<file path="config.mk">
export PLATFORM = sky130hd
export DESIGN_NAME = tcc_transceive_ctrl
export DESIGN_NICKNAME = d
export VERILOG_FILES = /design/src/common/tcc_pkg.sv /design/src/core/tcc_transceive_ctrl.sv /design/src/core/tcc_word_packer.sv
export VERILOG_INCLUDE_DIRS = /design/src /design/src/common
export SDC_FILE = /design/constraint.sdc
export NUM_CORES = 1
export LEC_CHECK = 0
export ABC_CLOCK_PERIOD_IN_PS = 5200
export BUFFER_PORTS_ARGS = -buffer_cell sky130_fd_sc_hd__buf_2
export CAP_MARGIN = 20
export CORE_MARGIN = 2
export CORE_UTILIZATION = 35
export CTS_BUF_LIST = sky130_fd_sc_hd__clkbuf_4
export DETAILED_ROUTE_END_ITERATION = 8
export GPL_ROUTABILITY_DRIVEN = 0
export SLEW_MARGIN = 0
export SYNTH_ARGS = -nofsm -noshare
export SYNTH_HDL_FRONTEND = slang
export SYNTH_HIERARCHICAL = 1
export SYNTH_SLANG_ARGS = --single-unit
</file>
<file path="constraint.sdc">
create_clock -name clk -period 5.2 [get_ports clk]
set_clock_uncertainty 0.2 [all_clocks]
set_input_delay 0.78 -clock clk [delete_from_list [all_inputs] [get_ports clk]]
set_output_delay 0.78 -clock clk [all_outputs]
set_load 0.01 [all_outputs]
</file>
<file path="src/common/tcc_params.svh">
// Purpose: Offsets, field positions and reset values of the transceive control block
// Assumes: Printed offsets are word indices; byte address is four times the index
// Notes: Included by the design files
`ifndef TCC_PARAMS_SVH
`define TCC_PARAMS_SVH

`define TCC_IDX_IRQ_EN 6'h01
`define TCC_IDX_IRQ_STAT 6'h02
`define TCC_IDX_IRQ_CLR 6'h03
`define TCC_IDX_XCV_CTRL 6'h04

`define TCC_CTRL_INIT_BIT 0
`define TCC_CTRL_RPT_BIT 1
`define TCC_CTRL_STEP_BIT 2
`define TCC_CTRL_SKIP_BIT 3
`define TCC_CTRL_SEL_LO 4
`define TCC_CTRL_SEL_HI 9
`define TCC_CTRL_RESET 10'h000

`define TCC_IRQ_RX_END_BIT 0
`define TCC_IRQ_TX_END_BIT 1
`define TCC_IRQ_STATE_BIT 5
`define TCC_IRQ_WIDTH 6
`define TCC_IRQ_RESET 6'h00

`define TCC_PAD_BYTE 8'h00
`define TCC_ADDR_RESET 8'h00

`endif

</file>
<file path="src/common/tcc_pkg.sv">
// Purpose: Types shared by the transceive control block
// Assumes: Constants live in tcc_params.svh
// Notes: One-hot sequencer state codes, bit i matches selection bit i
package tcc_pkg;

    typedef enum logic [5:0] {
        TCC_IDLE = 6'h01,
        TCC_PRE_SEND = 6'h02,
        TCC_TRANSMIT = 6'h04,
        TCC_PRE_RECV = 6'h08,
        TCC_AWAIT = 6'h10,
        TCC_RECEIVE = 6'h20
    } tcc_seq_e;

    typedef struct packed {
        logic [23:0] held;
        logic [1:0] cnt;
        logic [7:0] addr;
        logic we;
        logic [7:0] waddr;
        logic [31:0] wdata;
    } tcc_pack_s;

endpackage : tcc_pkg

</file>
<file path="src/core/tcc_transceive_ctrl.sv">
// Purpose: Transceive sequencer control with APB registers and interrupt
// Assumes: All inputs synchronous to clk; encoder and receiver outside
// Notes: Registers at byte address four times the word index
// Functional notes
// (RULE_01) Six-bit state select field at bits 9:4, reset zero, any combination allowed.
// (RULE_02) All select bits zero means the state change flag never sets.
// (RULE_03) Select bit 0 idle, bit 1 pre-send wait, bit 2 transmitting.
// (RULE_04) Select bit 3 pre-receive wait, bit 4 await frame, bit 5 receiving.
// (RULE_05) Skip bit 3 set: guard expiry plus send request starts no transmission.
// (RULE_06) Hardware clears skip bit on entering pre-receive wait.
// (RULE_07) Framestep bit 2 set: each byte is sent as its own frame.
// (RULE_08) In framestep every byte carries start and end of frame marks.
// (RULE_09) In framestep encoder pauses after each byte until a fresh send trigger.
// (RULE_10) Repeat bit 1 set: receiver rearmed after each reception ends.
// (RULE_11) In repeat mode one status byte per frame is written to RAM.
// (RULE_12) Frames stored word-aligned, partial words padded with zero bytes.
// (RULE_13) Software computes each next frame's RAM start address itself; here the packer begins at word 0 on transceive start and goes on after each frame.
// (RULE_14) Initiator bit 0 selects initiator role, changing transceive sequence.
// (RULE_15) State change event shows as read-only status bit 5.
// (RULE_16) Enable bit 5 gates state change onto interrupt pin, reset zero.
// (RULE_17) Writing one to clear register bit 5 clears the status bit.
// (RULE_18) Flag sets on the cycle a selected state is entered only.
`timescale 1ns/1ps
`include "tcc_params.svh"

module tcc_transceive_ctrl (
    input wire logic clk,
    input wire logic reset_n,
    input wire logic psel,
    input wire logic penable,
    input wire logic pwrite,
    input wire logic [7:0] paddr,
    input wire logic [31:0] pwdata,
    output logic [31:0] prdata,
    output logic pready,
    output logic pslverr,
    output logic irq,
    input wire logic transceive_start,
    input wire logic transceive_stop,
    input wire logic send_request,
    input wire logic tx_guard_done,
    input wire logic rx_guard_done,
    input wire logic tx_valid,
    input wire logic [7:0] tx_data,
    input wire logic tx_last,
    output logic tx_ready,
    output logic enc_start,
    output logic [7:0] enc_data,
    output logic enc_sof,
    output logic enc_eof,
    input wire logic enc_done,
    input wire logic rx_valid,
    input wire logic [7:0] rx_data,
    input wire logic rx_end,
    input wire logic [7:0] rx_status,
    output logic ram_we,
    output logic [7:0] ram_addr,
    output logic [31:0] ram_wdata,
    output logic [5:0] seq_state,
    output logic initiator_mode
);

    typedef struct packed {
        logic [5:0] sel;
        logic skip;
        logic step;
        logic rpt;
        logic init;
        logic [`TCC_IRQ_WIDTH-1:0] irq_en;
        logic [`TCC_IRQ_WIDTH-1:0] irq_stat;
        tcc_pkg::tcc_seq_e state;
        logic send_prev;
        logic busy;
        logic first;
        logic last_sent;
        logic enc_start;
        logic [7:0] enc_data;
        logic enc_sof;
        logic enc_eof;
        logic [31:0] rdata;
    } tcc_top_s;

    tcc_top_s s_r;
    tcc_top_s s_nxt;

    logic send_trig;
    logic mapped;
    logic wr_en;
    logic pk_valid;
    logic [7:0] pk_byte;
    logic pk_last;
    logic pk_flush;
    logic pk_restart;

    function automatic logic [5:0] reg_index(input logic [7:0] addr);
        return addr[7:2];
    endfunction : reg_index

    function automatic logic is_mapped(input logic [7:0] addr);
        logic [5:0] i;
        i = reg_index(addr);
        return (addr[1:0] == 2'h0) && (i == `TCC_IDX_IRQ_EN || i == `TCC_IDX_IRQ_STAT
            || i == `TCC_IDX_IRQ_CLR || i == `TCC_IDX_XCV_CTRL);
    endfunction : is_mapped

    // Zero wait states: read data is captured in the setup cycle
    assign mapped = is_mapped(paddr);
    assign pready = 1'b1;
    assign pslverr = psel && penable && !mapped;
    assign wr_en = psel && penable && pwrite && mapped;
    assign send_trig = send_request && !s_r.send_prev;
    assign tx_ready = (s_r.state == tcc_pkg::TCC_TRANSMIT) && !s_r.busy && !s_r.last_sent;

    always_comb begin
        tcc_pkg::tcc_seq_e go;
        go = s_r.state;
        s_nxt = s_r;
        s_nxt.enc_start = 1'b0;
        s_nxt.send_prev = send_request;

        // Register writes first, hardware updates below override them
        if (wr_en) begin
            case (reg_index(paddr))
                `TCC_IDX_XCV_CTRL: begin
                    s_nxt.sel = pwdata[`TCC_CTRL_SEL_HI:`TCC_CTRL_SEL_LO]; // RULE_01
                    s_nxt.skip = pwdata[`TCC_CTRL_SKIP_BIT];
                    s_nxt.step = pwdata[`TCC_CTRL_STEP_BIT];
                    s_nxt.rpt = pwdata[`TCC_CTRL_RPT_BIT];
                    s_nxt.init = pwdata[`TCC_CTRL_INIT_BIT];
                end
                `TCC_IDX_IRQ_EN: begin
                    s_nxt.irq_en = pwdata[`TCC_IRQ_WIDTH-1:0];
                end
                `TCC_IDX_IRQ_CLR: begin
                    s_nxt.irq_stat = s_r.irq_stat & ~pwdata[`TCC_IRQ_WIDTH-1:0]; // RULE_17
                end
                default: begin
                end
            endcase
        end

        if (transceive_stop) begin
            go = tcc_pkg::TCC_IDLE;
        end else begin
            case (s_r.state)
                tcc_pkg::TCC_IDLE: begin
                    if (transceive_start) begin
                        // Initiator sends first, target listens first
                        go = s_r.init ? tcc_pkg::TCC_PRE_SEND : tcc_pkg::TCC_PRE_RECV; // RULE_14
                        s_nxt.first = 1'b1;
                        s_nxt.last_sent = 1'b0;
                    end
                end
                tcc_pkg::TCC_PRE_SEND: begin
                    if (tx_guard_done && send_trig) begin
                        go = s_r.skip ? tcc_pkg::TCC_PRE_RECV : tcc_pkg::TCC_TRANSMIT; // RULE_05
                    end
                end
                tcc_pkg::TCC_TRANSMIT: begin
                    if (!s_r.busy && tx_valid && !s_r.last_sent) begin
                        s_nxt.enc_start = 1'b1;
                        s_nxt.enc_data = tx_data;
                        s_nxt.enc_sof = s_r.first || s_r.step; // RULE_08
                        s_nxt.enc_eof = tx_last || s_r.step; // RULE_08
                        s_nxt.busy = 1'b1;
                        s_nxt.first = 1'b0;
                        s_nxt.last_sent = tx_last;
                    end else if (s_r.busy && enc_done) begin
                        s_nxt.busy = 1'b0;
                        if (s_r.last_sent) begin
                            go = tcc_pkg::TCC_PRE_RECV;
                            s_nxt.irq_stat[`TCC_IRQ_TX_END_BIT] = 1'b1;
                        end else if (s_r.step) begin
                            // Pause until the next fresh send trigger
                            go = tcc_pkg::TCC_PRE_SEND; // RULE_07 RULE_09
                        end
                    end
                end
                tcc_pkg::TCC_PRE_RECV: begin
                    if (rx_guard_done) begin
                        go = tcc_pkg::TCC_AWAIT;
                    end
                end
                tcc_pkg::TCC_AWAIT: begin
                    if (rx_valid) begin
                        go = tcc_pkg::TCC_RECEIVE;
                    end
                end
                tcc_pkg::TCC_RECEIVE: begin
                    if (rx_end) begin
                        s_nxt.irq_stat[`TCC_IRQ_RX_END_BIT] = 1'b1;
                        if (s_r.rpt) begin
                            go = tcc_pkg::TCC_AWAIT; // RULE_10
                        end else if (s_r.init) begin
                            go = tcc_pkg::TCC_IDLE;
                        end else begin
                            go = tcc_pkg::TCC_PRE_SEND;
                            s_nxt.first = 1'b1;
                            s_nxt.last_sent = 1'b0;
                        end
                    end
                end
                default: begin
                    go = tcc_pkg::TCC_IDLE;
                end
            endcase
        end
        s_nxt.state = go;

        if (go == tcc_pkg::TCC_PRE_RECV && s_r.state != tcc_pkg::TCC_PRE_RECV) begin
            s_nxt.skip = 1'b0; // RULE_06
        end
        // Entry pulse only; one-hot code lines up with the select bits
        if (go != s_r.state && (s_r.sel & go) != 6'h00) begin
            s_nxt.irq_stat[`TCC_IRQ_STATE_BIT] = 1'b1; // RULE_02 RULE_03 RULE_04 RULE_18
        end

        if (psel && !penable) begin
            s_nxt.rdata = 32'h00000000;
            // Unmapped or unaligned reads return zero
            case (mapped ? reg_index(paddr) : 6'h00)
                `TCC_IDX_XCV_CTRL: begin
                    s_nxt.rdata[`TCC_CTRL_SEL_HI:0] = {s_r.sel, s_r.skip, s_r.step, s_r.rpt, s_r.init};
                end
                `TCC_IDX_IRQ_EN: begin
                    s_nxt.rdata[`TCC_IRQ_WIDTH-1:0] = s_r.irq_en;
                end
                `TCC_IDX_IRQ_STAT: begin
                    s_nxt.rdata[`TCC_IRQ_WIDTH-1:0] = s_r.irq_stat; // RULE_15
                end
                default: begin
                    s_nxt.rdata = 32'h00000000;
                end
            endcase
        end
    end

    always_ff @(posedge clk or negedge reset_n) begin
        if (!reset_n) begin
            s_r <= '0;
            s_r.state <= tcc_pkg::TCC_IDLE;
            s_r.first <= 1'b1;
        end else begin
            s_r <= s_nxt;
        end
    end

    // Status byte closes each frame only when rearming
    assign pk_restart = (s_r.state == tcc_pkg::TCC_IDLE) && transceive_start;
    assign pk_valid = (s_r.state == tcc_pkg::TCC_RECEIVE) && ((rx_valid && !rx_end) || (rx_end && s_r.rpt));
    assign pk_byte = rx_end ? rx_status : rx_data; // RULE_11
    assign pk_last = rx_end;
    assign pk_flush = (s_r.state == tcc_pkg::TCC_RECEIVE) && rx_end && !s_r.rpt;

    tcc_word_packer u_packer (
        .clk(clk),
        .reset_n(reset_n),
        .restart(pk_restart),
        .in_valid(pk_valid),
        .in_byte(pk_byte),
        .in_last(pk_last),
        .flush(pk_flush),
        .ram_we(ram_we),
        .ram_addr(ram_addr),
        .ram_wdata(ram_wdata)
    );

    assign prdata = s_r.rdata;
    assign irq = |(s_r.irq_stat & s_r.irq_en); // RULE_16
    assign enc_start = s_r.enc_start;
    assign enc_data = s_r.enc_data;
    assign enc_sof = s_r.enc_sof;
    assign enc_eof = s_r.enc_eof;
    assign seq_state = s_r.state;
    assign initiator_mode = s_r.init; // RULE_14
endmodule : tcc_transceive_ctrl

</file>
<file path="src/core/tcc_word_packer.sv">
// Purpose: Packs received bytes into aligned RAM words
// Assumes: At most one byte or flush per cycle
// Notes: A partial word is written with zero padding bytes
`timescale 1ns/1ps
`include "tcc_params.svh"

module tcc_word_packer (
    input wire logic clk,
    input wire logic reset_n,
    input wire logic restart,
    input wire logic in_valid,
    input wire logic [7:0] in_byte,
    input wire logic in_last,
    input wire logic flush,
    output logic ram_we,
    output logic [7:0] ram_addr,
    output logic [31:0] ram_wdata
);

    tcc_pkg::tcc_pack_s s_r;
    tcc_pkg::tcc_pack_s s_nxt;

    function automatic logic [31:0] pad_word(input logic [23:0] held, input logic [1:0] cnt);
        logic [31:0] w;
        w = {`TCC_PAD_BYTE, `TCC_PAD_BYTE, `TCC_PAD_BYTE, `TCC_PAD_BYTE};
        case (cnt)
            2'h1: w[7:0] = held[7:0];
            2'h2: w[15:0] = held[15:0];
            2'h3: w[23:0] = held;
            default: w = {`TCC_PAD_BYTE, `TCC_PAD_BYTE, `TCC_PAD_BYTE, `TCC_PAD_BYTE};
        endcase
        return w;
    endfunction : pad_word

    always_comb begin
        s_nxt = s_r;
        s_nxt.we = 1'b0;
        if (restart) begin
            s_nxt.addr = `TCC_ADDR_RESET;
            s_nxt.cnt = 2'h0;
        end else if (in_valid) begin
            if (s_r.cnt == 2'h3) begin
                s_nxt.we = 1'b1;
                s_nxt.waddr = s_r.addr;
                s_nxt.wdata = {in_byte, s_r.held};
                s_nxt.addr = s_r.addr + 8'h01;
                s_nxt.cnt = 2'h0;
            end else if (in_last) begin
                // Last byte of a frame closes the word with padding
                s_nxt.we = 1'b1;
                s_nxt.waddr = s_r.addr;
                s_nxt.wdata = pad_word(s_r.held, s_r.cnt) | ({24'h000000, in_byte} << {s_r.cnt, 3'h0}); // RULE_12
                s_nxt.addr = s_r.addr + 8'h01;
                s_nxt.cnt = 2'h0;
            end else begin
                s_nxt.held[{s_r.cnt, 3'h0} +: 8] = in_byte;
                s_nxt.cnt = s_r.cnt + 2'h1;
            end
        end else if (flush && s_r.cnt != 2'h0) begin
            s_nxt.we = 1'b1;
            s_nxt.waddr = s_r.addr;
            s_nxt.wdata = pad_word(s_r.held, s_r.cnt); // RULE_12
            s_nxt.addr = s_r.addr + 8'h01;
            s_nxt.cnt = 2'h0;
        end
    end

    always_ff @(posedge clk or negedge reset_n) begin
        if (!reset_n) begin
            s_r <= '0;
        end else begin
            s_r <= s_nxt;
        end
    end

    assign ram_we = s_r.we;
    assign ram_addr = s_r.waddr;
    assign ram_wdata = s_r.wdata;

endmodule : tcc_word_packer

</file>
==> results.txt, run 1 <==
Outcome: finished, final reports clean
DR WL met3: 703 µm
Port Buffers: 128
Asr flop ratio synth: 1.00
FF+latch count, synth: 128
DIE AREA: 21000 µm²
Hold Crit Depth: 1
Static leakage: 3.59 nW
Row cnt: 51
Post-Route Setup TNS: 0 ns
Post-Syn Instances: 683
Vias: 5120
CP max FO: 65
Post-layout util: 0.384
Worst EP arrival: 3.84 ns
Slew @ Worst Pin: 0.939 ns
Placed cell count: 982
Yosys warns: 6
Vias in the first global route: 4889
Post-cts gate resize count: 0
Routed wire length: 16400 µm
Crit start category: flop
Initial Util: 0.357
Die W: 145 µm
Period minus WS final: 3.61 ns
Initial antenna violation count: 1
CTS Buf Count: 17
Post-Layout Cell Count: 1016
Req. time, crit path: 5.44 ns
Area grow syn2layout: 7.71%
DRT Pass-1 Iters: 8
Routed metal-1 wire length: 7740 µm
CP Class: reg -> reg
Placed wire-length estimate: 11600 µm
Count of clock tree sinks: 128
Worst hold path class: in -> reg
Clock Path Buffers: 2
Drt initial violations: 400
Final Setup Violations: 0
Nets@finish: 822
Synthesized area: 6970 µm²
R2R Path Start: seq_state[2]
Final period utilization: 0.693
Clock transition at path regs: 0.13 ns
Hold_sp: send_request
VDD IR max: 0.153 mV
Hold Slack: 0.196 ns
EDFF count, synth: 0
Multi-input logic area: 2990 µm²
CTS tree: built
CP Capture Type: flop
Worst slack, placed: 1.34 ns
Ports: 174
Largest net degree at the start of global routing: 66
Root buf cell: clkbuf_4
Netlist cell types: 73
DR WL met2: 7750 µm
Maxcap violations: 0
Core Region: 19500 µm²
Max-slew violations: 0
Fin. Hold Viols: 0
Top_reg_cell synth: dfrtp_1
Tot GR Track Use: 0.157
Max-slew headroom: 0.370
# H-tree levels: 4
Vias per inst: 5.04
Worst R2R End: u_packer/ram_addr[0]
Layout cell share with drive strength beyond 1: 0.301
RSZ-0062 raised after global routing: no
PwrDens: 243 nW/µm²
Hold endpoint: s_r[46]
Post-route ant nets: 0
First-pass GRT wire length: 26600 µm
Sequential Area: 3210 µm²
Setup ws final: 1.59 ns
Average wire per standard cell: 16.1 µm
Grt total ovfl: 0
R2R Setup Slk: 1.59 ns
R2R depth: 7
Max Fclk: 0.277 GHz
Die span in y: 145 µm
Max layer used: met4
Fill cells: 1991
DR DRC count: 0
Post-Syn Area per Cell: 10.2 µm²
Skew-Pair Late Insertion Delay: 0.54 ns
Seq/Total Area, Yosys: 0.460
## cell families (layout without fill, tap and decap cells)
group / Yosys count / in the layout / synth area share
xor+xnor: 7 / 7 / 0.00880
mux: 45 / 45 / 0.0720
fa+ha+maj: 6 / 6 / 0.0108
simple gates: 198 / 198 / 0.151
compound gates: 170 / 170 / 0.171
buf+inv: 127 / 173 / 0.125
other cells: 2 / 24 / 0.00108
flops: 128 / 128 / 0.460
## flip-flops by register name (all words and copies together), names as in the netlist, 6 cells and up
name	count
u_packer/ram_addr	8
prdata	10
u_packer/s_r	34
s_r	25
u_packer/ram_wdata	32
enc_data	8
seq_state	6
## through the flow
stage / cell area [µm²] / power [mW]
global placement: 7230 / 1.19
floorplan: 7040 / 1.13
detailed placement: 7230 / 1.19
finish: 7500 / 1.83
global route: 7500 / 1.93
CTS: 7500 / 1.86
## report_power, final
| group | total [mW] | internal, mW | switching [mW] | leakage, nW |
|---|---|---|---|---|
| registers | 1.01 | 1.00 | 0.00946 | 1.78 |
| logic | 0.162 | 0.0535 | 0.109 | 1.67 |
| clock network | 0.653 | 0.241 | 0.413 | 0.136 |
## cell usage in the layout (no fill, tap or decap), types with 5 or more instances in the layout
master,Yosys,layout
a21oi_1,18,18
a22o_1,19,19
a22oi_1,25,25
a32oi_1,7,7
buf_2,9,127
buf_4,89,5
clkbuf_4,0,17
clkinv_4,0,5
conb_1,2,23
dfrtp_1,126,126
ha_1,6,6
inv_1,8,8
mux2_2,41,41
nand2_1,79,79
nand2b_1,14,14
nand3_1,6,6
nor2_1,33,33
nor2b_1,8,8
nor3_1,9,9
nor4_1,5,5
nor4b_1,6,5
o21ai_0,41,41
o31ai_1,24,24
or3_1,5,5
xor2_1,7,7
## area by class of cell
cell class,instances,area share
Sequential cell,128,0.427
Multi-Input combinational cell,449,0.398
Tap cell,265,0.0442
Clock inverter,15,0.0182
Antenna cell,1,0.000334
Timing Repair Buffer,133,0.0911
Inverter,8,0.00400
Clock buffer,17,0.0170
## worst max path at each step
stage                  from              endpoint  slack, ns
3_5_place_dp         rx_end  u_packer/ram_addr[0]       1.34
3_3_place_gp         rx_end  u_packer/ram_addr[5]       1.37
5_1_grt        seq_state[2]  u_packer/ram_addr[0]       1.36
2_1_floorplan        rx_end  u_packer/ram_addr[4]       1.87
6_report       seq_state[2]  u_packer/ram_addr[0]       1.59
4_1_cts        seq_state[2]  u_packer/ram_addr[0]       1.51
## critical path: stages (launching register included)
cell	delay [ns]
dfrtp_1	0.57
or4_1	0.71
nor2_1	0.30
and2_1	0.49
inv_1	0.14
o211ai_4	0.12
buf_4	0.54
mux2_2	0.41
## per-layer routing
metal  vias up  global-route usage
li1       2462                   -
met1      2499               0.215
met2       144               0.250
met3        15              0.0362
met4         0              0.0480
met5         -                   0
## cells in the mapped netlist (3+ instances only)
cell type | instances | share of area
or3_1 | 5 | 0.0045
mux2_2 | 41 | 0.066
buf_4 | 89 | 0.096
ha_1 | 6 | 0.011
nor4_1 | 5 | 0.0045
o31ai_1 | 24 | 0.026
nand3_1 | 6 | 0.0043
dfrtp_1 | 126 | 0.45
buf_2 | 9 | 0.0065
a22o_1 | 19 | 0.024
a21oi_1 | 18 | 0.013
or4_1 | 3 | 0.0032
mux2i_1 | 4 | 0.0057
nor3_1 | 9 | 0.0065
nand2b_1 | 14 | 0.013
a32oi_1 | 7 | 0.0088
and3_1 | 3 | 0.0027
nor4b_1 | 6 | 0.0075
o21ai_0 | 41 | 0.029
nor2b_1 | 8 | 0.0072
a22oi_1 | 25 | 0.027
buf_6 | 6 | 0.0097
buf_1 | 3 | 0.0016
inv_1 | 8 | 0.0043
xor2_1 | 7 | 0.0088
nand3b_1 | 3 | 0.0032
a21boi_0 | 3 | 0.0032
nand2_1 | 79 | 0.043
nor2_1 | 33 | 0.018
nor3_2 | 3 | 0.0043
clkbuf_1 | 11 | 0.0059
## what timing repair did
| item | 4_1_cts | 5_1_grt |
|---|---|---|
| hold buffers | 1 | 0 |
| hold endpoints to repair | 40 | 0 |
| buffers inserted | 0 | 0 |
(Power assumes the default switching activity.)
==> run 2, diff against run 1 <==
Settings changed: ABC_CLOCK_PERIOD_IN_PS 5200 to 2900.
Clock period 5.2 ns to 2.9 ns, I/O delays scaled along.
==> run 2 against run 1 <==
Compared with the run above:
- first-iteration DRC count down 7.0%
- sequential power up 78%
- maximum frequency up 29%
- cell count up 5.8%
- total power up 89%
- largest cell class unchanged
- utilization up 3.1 points
- critical path type unchanged
- count of clock-buffer cells in the layout unchanged
- critical endpoint is now u_packer/ram_wdata[26]
- register-to-register slack worse by 1.5 ns
- highest routed layer is now met5
==> results.txt, run 2 (synthesized netlist as in run 1, its figures left out) <==
Net switching power: 0.929 mW
Slew @ Worst Pin: 0.651 ns
Total power: 3.45 mW
Clock Path Buffers: 2
Final Setup Violations: 0
Die W: 145 µm
CTS Buf Count: 17
Largest net degree at the start of global routing: 77
Worst hold path class: in -> reg
Crit-path most repeated cell: buf_4
Slowest cell on the critical path: or4_4
DIE AREA: 21000 µm²
Die span in y: 145 µm
CP max FO: 8
Vias in the first global route: 5119
Hold Slack: 0.0870 ns
Max-slew headroom: 0.566
Final period utilization: 0.966
Post-Route Setup TNS: 0 ns
Skew-Pair Late Insertion Delay: 0.55 ns
Multi-input logic area: 3020 µm²
Top reg by flops: u_packer/s_r
RSZ-0062 raised after global routing: no
Average wire per standard cell: 15.3 µm
Max-slew violations: 0
Req. time, crit path: 3.18 ns
Row cnt: 51
Placed wire-length estimate: 11600 µm
Routed wire length: 16500 µm
Crit start category: flop
Max Fclk: 0.357 GHz
# H-tree levels: 4
Port Buffers: 128
Largest register FFs: 34
Sequential share of power: 0.521
Count of clock tree sinks: 128
Worst R2R End: u_packer/ram_wdata[26]
Maxcap violations: 0
R2R Setup Slk: 0.1 ns
Commonest non-fill, non-tap cell in the layout: buf_2
R2R Path Start: seq_state[1]
DRT Pass-1 Iters: 5
Most frequent cells in the layout: 127 x buf_2, 126 x dfrtp_1, 79 x nand2_1, 41 x mux2_2, 41 x o21ai_0
Crit path to: u_packer/ram_wdata[26]
Period minus WS final: 2.80 ns
R2R depth: 10
Clock transition at path regs: 0.11 ns
Root buf cell: clkbuf_4
Initial antenna violation count: 3
Design Area, Final: 8100 µm²
Area grow syn2layout: 16.3%
Ports: 174
VDD IR max: 0.212 mV
CTS tree: built
Internal power: 2.52 mW
CP Capture Type: flop
Fin. Hold Viols: 0
Tot GR Track Use: 0.160
Worst EP arrival: 3.08 ns
Max incr delay on CP: 0.57 ns
Post-route ant nets: 0
Comb power frac: 0.103
Nets@finish: 881
Layout cell share with drive strength beyond 1: 0.328
Grt total ovfl: 0
Placed inst area: 7480 µm²
Sequential Area: 3210 µm²
Core Region: 19500 µm²
Fill cells: 1951
DR DRC count: 0
Sw Ratio: 0.269
Vias: 5317
Clock power share: 0.375
Crit path launch: seq_state[1]
Initial Util: 0.357
CP Cell Sequence: or4_4 -> buf_4 -> nor3_1 -> buf_4 -> nor2b_2 -> buf_6 -> o211ai_4 -> nor3b_4 -> buf_4 -> a22o_1
Vias per inst: 4.95
First-pass GRT wire length: 27200 µm
Static leakage: 3.90 nW
Outcome: finished, final reports clean
PwrDens: 426 nW/µm²
CP Class: reg -> reg
Drt initial violations: 372
[run 2: timing repair]
| action | CTS | global route |
|---|---|---|
| gates resized for setup | 1 | 6 |
| buffers inserted | 0 | 6 |
| pin swaps | 0 | 2 |
| setup endpoints to repair | 1 | 21 |
| gates cloned | 0 | 0 |
| endpoints found under the hold margin | 161 | 0 |
| hold buffers | 24 | 0 |
[run 2: metal layers]
layer	up-vias	routed length [µm]	track usage
li1	2586	-	-
met1	2536	7730	0.220
met2	166	7570	0.243
met3	27	860	0.0412
met4	2	310	0.0618
met5	-	13	0
[run 2: worst min path at each step]
stage | slack [ns] | start | to | depth (start not counted)
after detailed placement | 0.27 | u_packer/ram_wdata[21] | u_packer/ram_wdata[21] | 2
after global placement | 0.26 | u_packer/ram_wdata[18] | u_packer/ram_wdata[18] | 2
final | 0.09 | tx_valid | s_r[43] | 5
after CTS | 0.03 | tx_valid | s_r[43] | 5
after floorplan | -0.06 | reset_n | enc_data[0] | 0
after global routing | 0.08 | tx_valid | s_r[43] | 5
[run 2: power groups by stage]
stage          Clock [mW]  Sequential [mW]  Combinational [mW]
4_1_cts              1.35             1.80               0.357
6_report             1.30             1.80               0.356
3_5_place_dp            0             1.84               0.330
2_1_floorplan           0             1.84               0.199
5_1_grt              1.42             1.80               0.394
3_3_place_gp            0             1.84               0.330
[run 2: area by class of cell]
class	count	area share
Inverter	8	0.00371
Antenna cell	2	0.000618
Sequential cell	128	0.396
Multi-Input combinational cell	449	0.373
Timing Repair Buffer	192	0.150
Tap cell	265	0.0409
Clock buffer	17	0.0158
Clock inverter	14	0.0202
[run 2: stage by stage]
step,setup slack (ns),util,std cells
floorplan,0.0250,-,704
global placement,0.0973,0.383,1012
detailed placement,0.0788,0.383,1012
CTS,0.0478,0.411,1067
global route,0.00257,0.415,1075
finish,0.0992,0.415,1075
[run 2: critical path, delay by kind of cell (launching register included)]
family | cells | cell delay, ns
DFF | 1 | 0.39
buffers and inverters | 4 | 0.70
AOI/OAI and AO/OA | 2 | 0.31
and+or+nand+nor | 4 | 1.14
==> run 3, diff against run 2 <==
Settings changed: MAX_ROUTING_LAYER set to met4.
==> run 3 against run 2 <==
Compared with the run above:
- count of clock-buffer cells in the layout did not move
- worst setup slack improved by 0.014 ns
- die area did not move
- critical endpoint is now u_packer/ram_addr[1]
- largest power group unchanged
==> results.txt, run 3 (synthesized netlist as in run 1, its figures left out) <==
Ports: 174
Average wire per standard cell: 15.3 µm
Placed wire-length estimate: 11600 µm
Post-route ant nets: 0
Area grow syn2layout: 16.3%
Clock Path Buffers: 2
Post-Route Setup TNS: 0 ns
CP Capture Type: flop
Layout cell share with drive strength beyond 1: 0.328
VDD IR max: 0.212 mV
Row cnt: 51
Static leakage: 3.90 nW
Crit start category: flop
DR DRC count: 0
Total power: 3.46 mW
Post-layout util: 0.415
Maxcap violations: 0
Final Setup Violations: 0
Design Area, Final: 8100 µm²
Most frequent cells in the layout: 127 x buf_2, 126 x dfrtp_1, 79 x nand2_1, 41 x mux2_2, 41 x o21ai_0
Count of clock tree sinks: 128
CTS tree: built
Initial antenna violation count: 3
Clock transition at path regs: 0.11 ns
Skew-Pair Late Insertion Delay: 0.55 ns
Final period utilization: 0.961
Period minus WS final: 2.79 ns
DR WL met2: 7660 µm
Grt total ovfl: 0
Worst slack, placed: 0.0788 ns
Largest register FFs: 34
Fill cells: 1950
CP Class: reg -> reg
DR WL met3: 854 µm
PwrDens: 427 nW/µm²
Placed inst area: 7480 µm²
Post-Layout Cell Count: 1076
Fin. Hold Viols: 0
Outcome: finished, final reports clean
Max layer used: met4
Placed cell count: 1012
Worst hold path class: in -> reg
Max-slew headroom: 0.569
Max Fclk: 0.359 GHz
Drt initial violations: 341
RSZ-0062 raised after global routing: no
Largest net degree at the start of global routing: 77
CP max FO: 8
First-pass GRT wire length: 27200 µm
DRT Pass-1 Iters: 5
Port Buffers: 128
Vias: 5341
Nets@finish: 881
Req. time, crit path: 3.14 ns
Die W: 145 µm
Commonest non-fill, non-tap cell in the layout: buf_2
DIE AREA: 21000 µm²
Hold Slack: 0.0874 ns
Root buf cell: clkbuf_4
Tot GR Track Use: 0.165
Worst EP arrival: 3.03 ns
Routed metal-1 wire length: 7690 µm
CTS Buf Count: 17
Vias in the first global route: 5121
Die span in y: 145 µm
Initial Util: 0.357
Routed wire length: 16500 µm
# H-tree levels: 4
Core Region: 19500 µm²
Max-slew violations: 0
Top reg by flops: u_packer/s_r
Vias per inst: 4.96
Setup ws final: 0.113 ns
Slew @ Worst Pin: 0.647 ns
run 3: final timing paths:
kind,startpoint,endpoint,slack (ns),cells after the start
min in group asynchronous,reset_n,u_packer/ram_wdata[27],0.25,3
min reg2reg,u_packer/ram_wdata[1],u_packer/ram_wdata[1],0.29,2
max in group asynchronous,reset_n,enc_data[1],1.67,3
min,tx_valid,s_r[43],0.09,5
max reg2reg,seq_state[1],u_packer/ram_addr[1],0.11,6
max,seq_state[1],u_packer/ram_addr[1],0.11,6
run 3: area by class of cell:
cell class	count	area [µm²]	area share
flip-flops and latches	128	3210	0.396
repair buffers	192	1210	0.150
clock inverters	14	164	0.0202
multi-input cells	449	3020	0.373
well taps	265	332	0.0409
inverters	8	30.0	0.00371
clock buffers	17	128	0.0158
diodes	3	7.51	0.000927
run 3: timing repair:
action	in CTS	in global routing
hold endpoints to repair	161	0
pin swaps	0	2
endpoints found under the setup margin	1	21
setup buffers	0	6
gates resized for setup	1	6
hold buffers	24	0
run 3: power by group:
part / switching [mW] / internal (mW)
Sequential: 0.00636 / 1.79
Clock: 0.710 / 0.590
Combinational: 0.216 / 0.140
Total: 0.932 / 2.52
run 3: worst max-delay path, cell delays in order, from the launching register on:
cell      delay, ns
dfrtp_1        0.39
or4_4          0.57
nor4b_4        0.30
or3b_4         0.46
o211ai_4       0.21
buf_4          0.21
mux2_2         0.33
run 3: per-layer routing:
layer,vias up,global-route usage
met3,27,0.0377
met4,0,0.0618
met1,2544,0.222
met5,-,-
li1,2593,-
met2,177,0.244
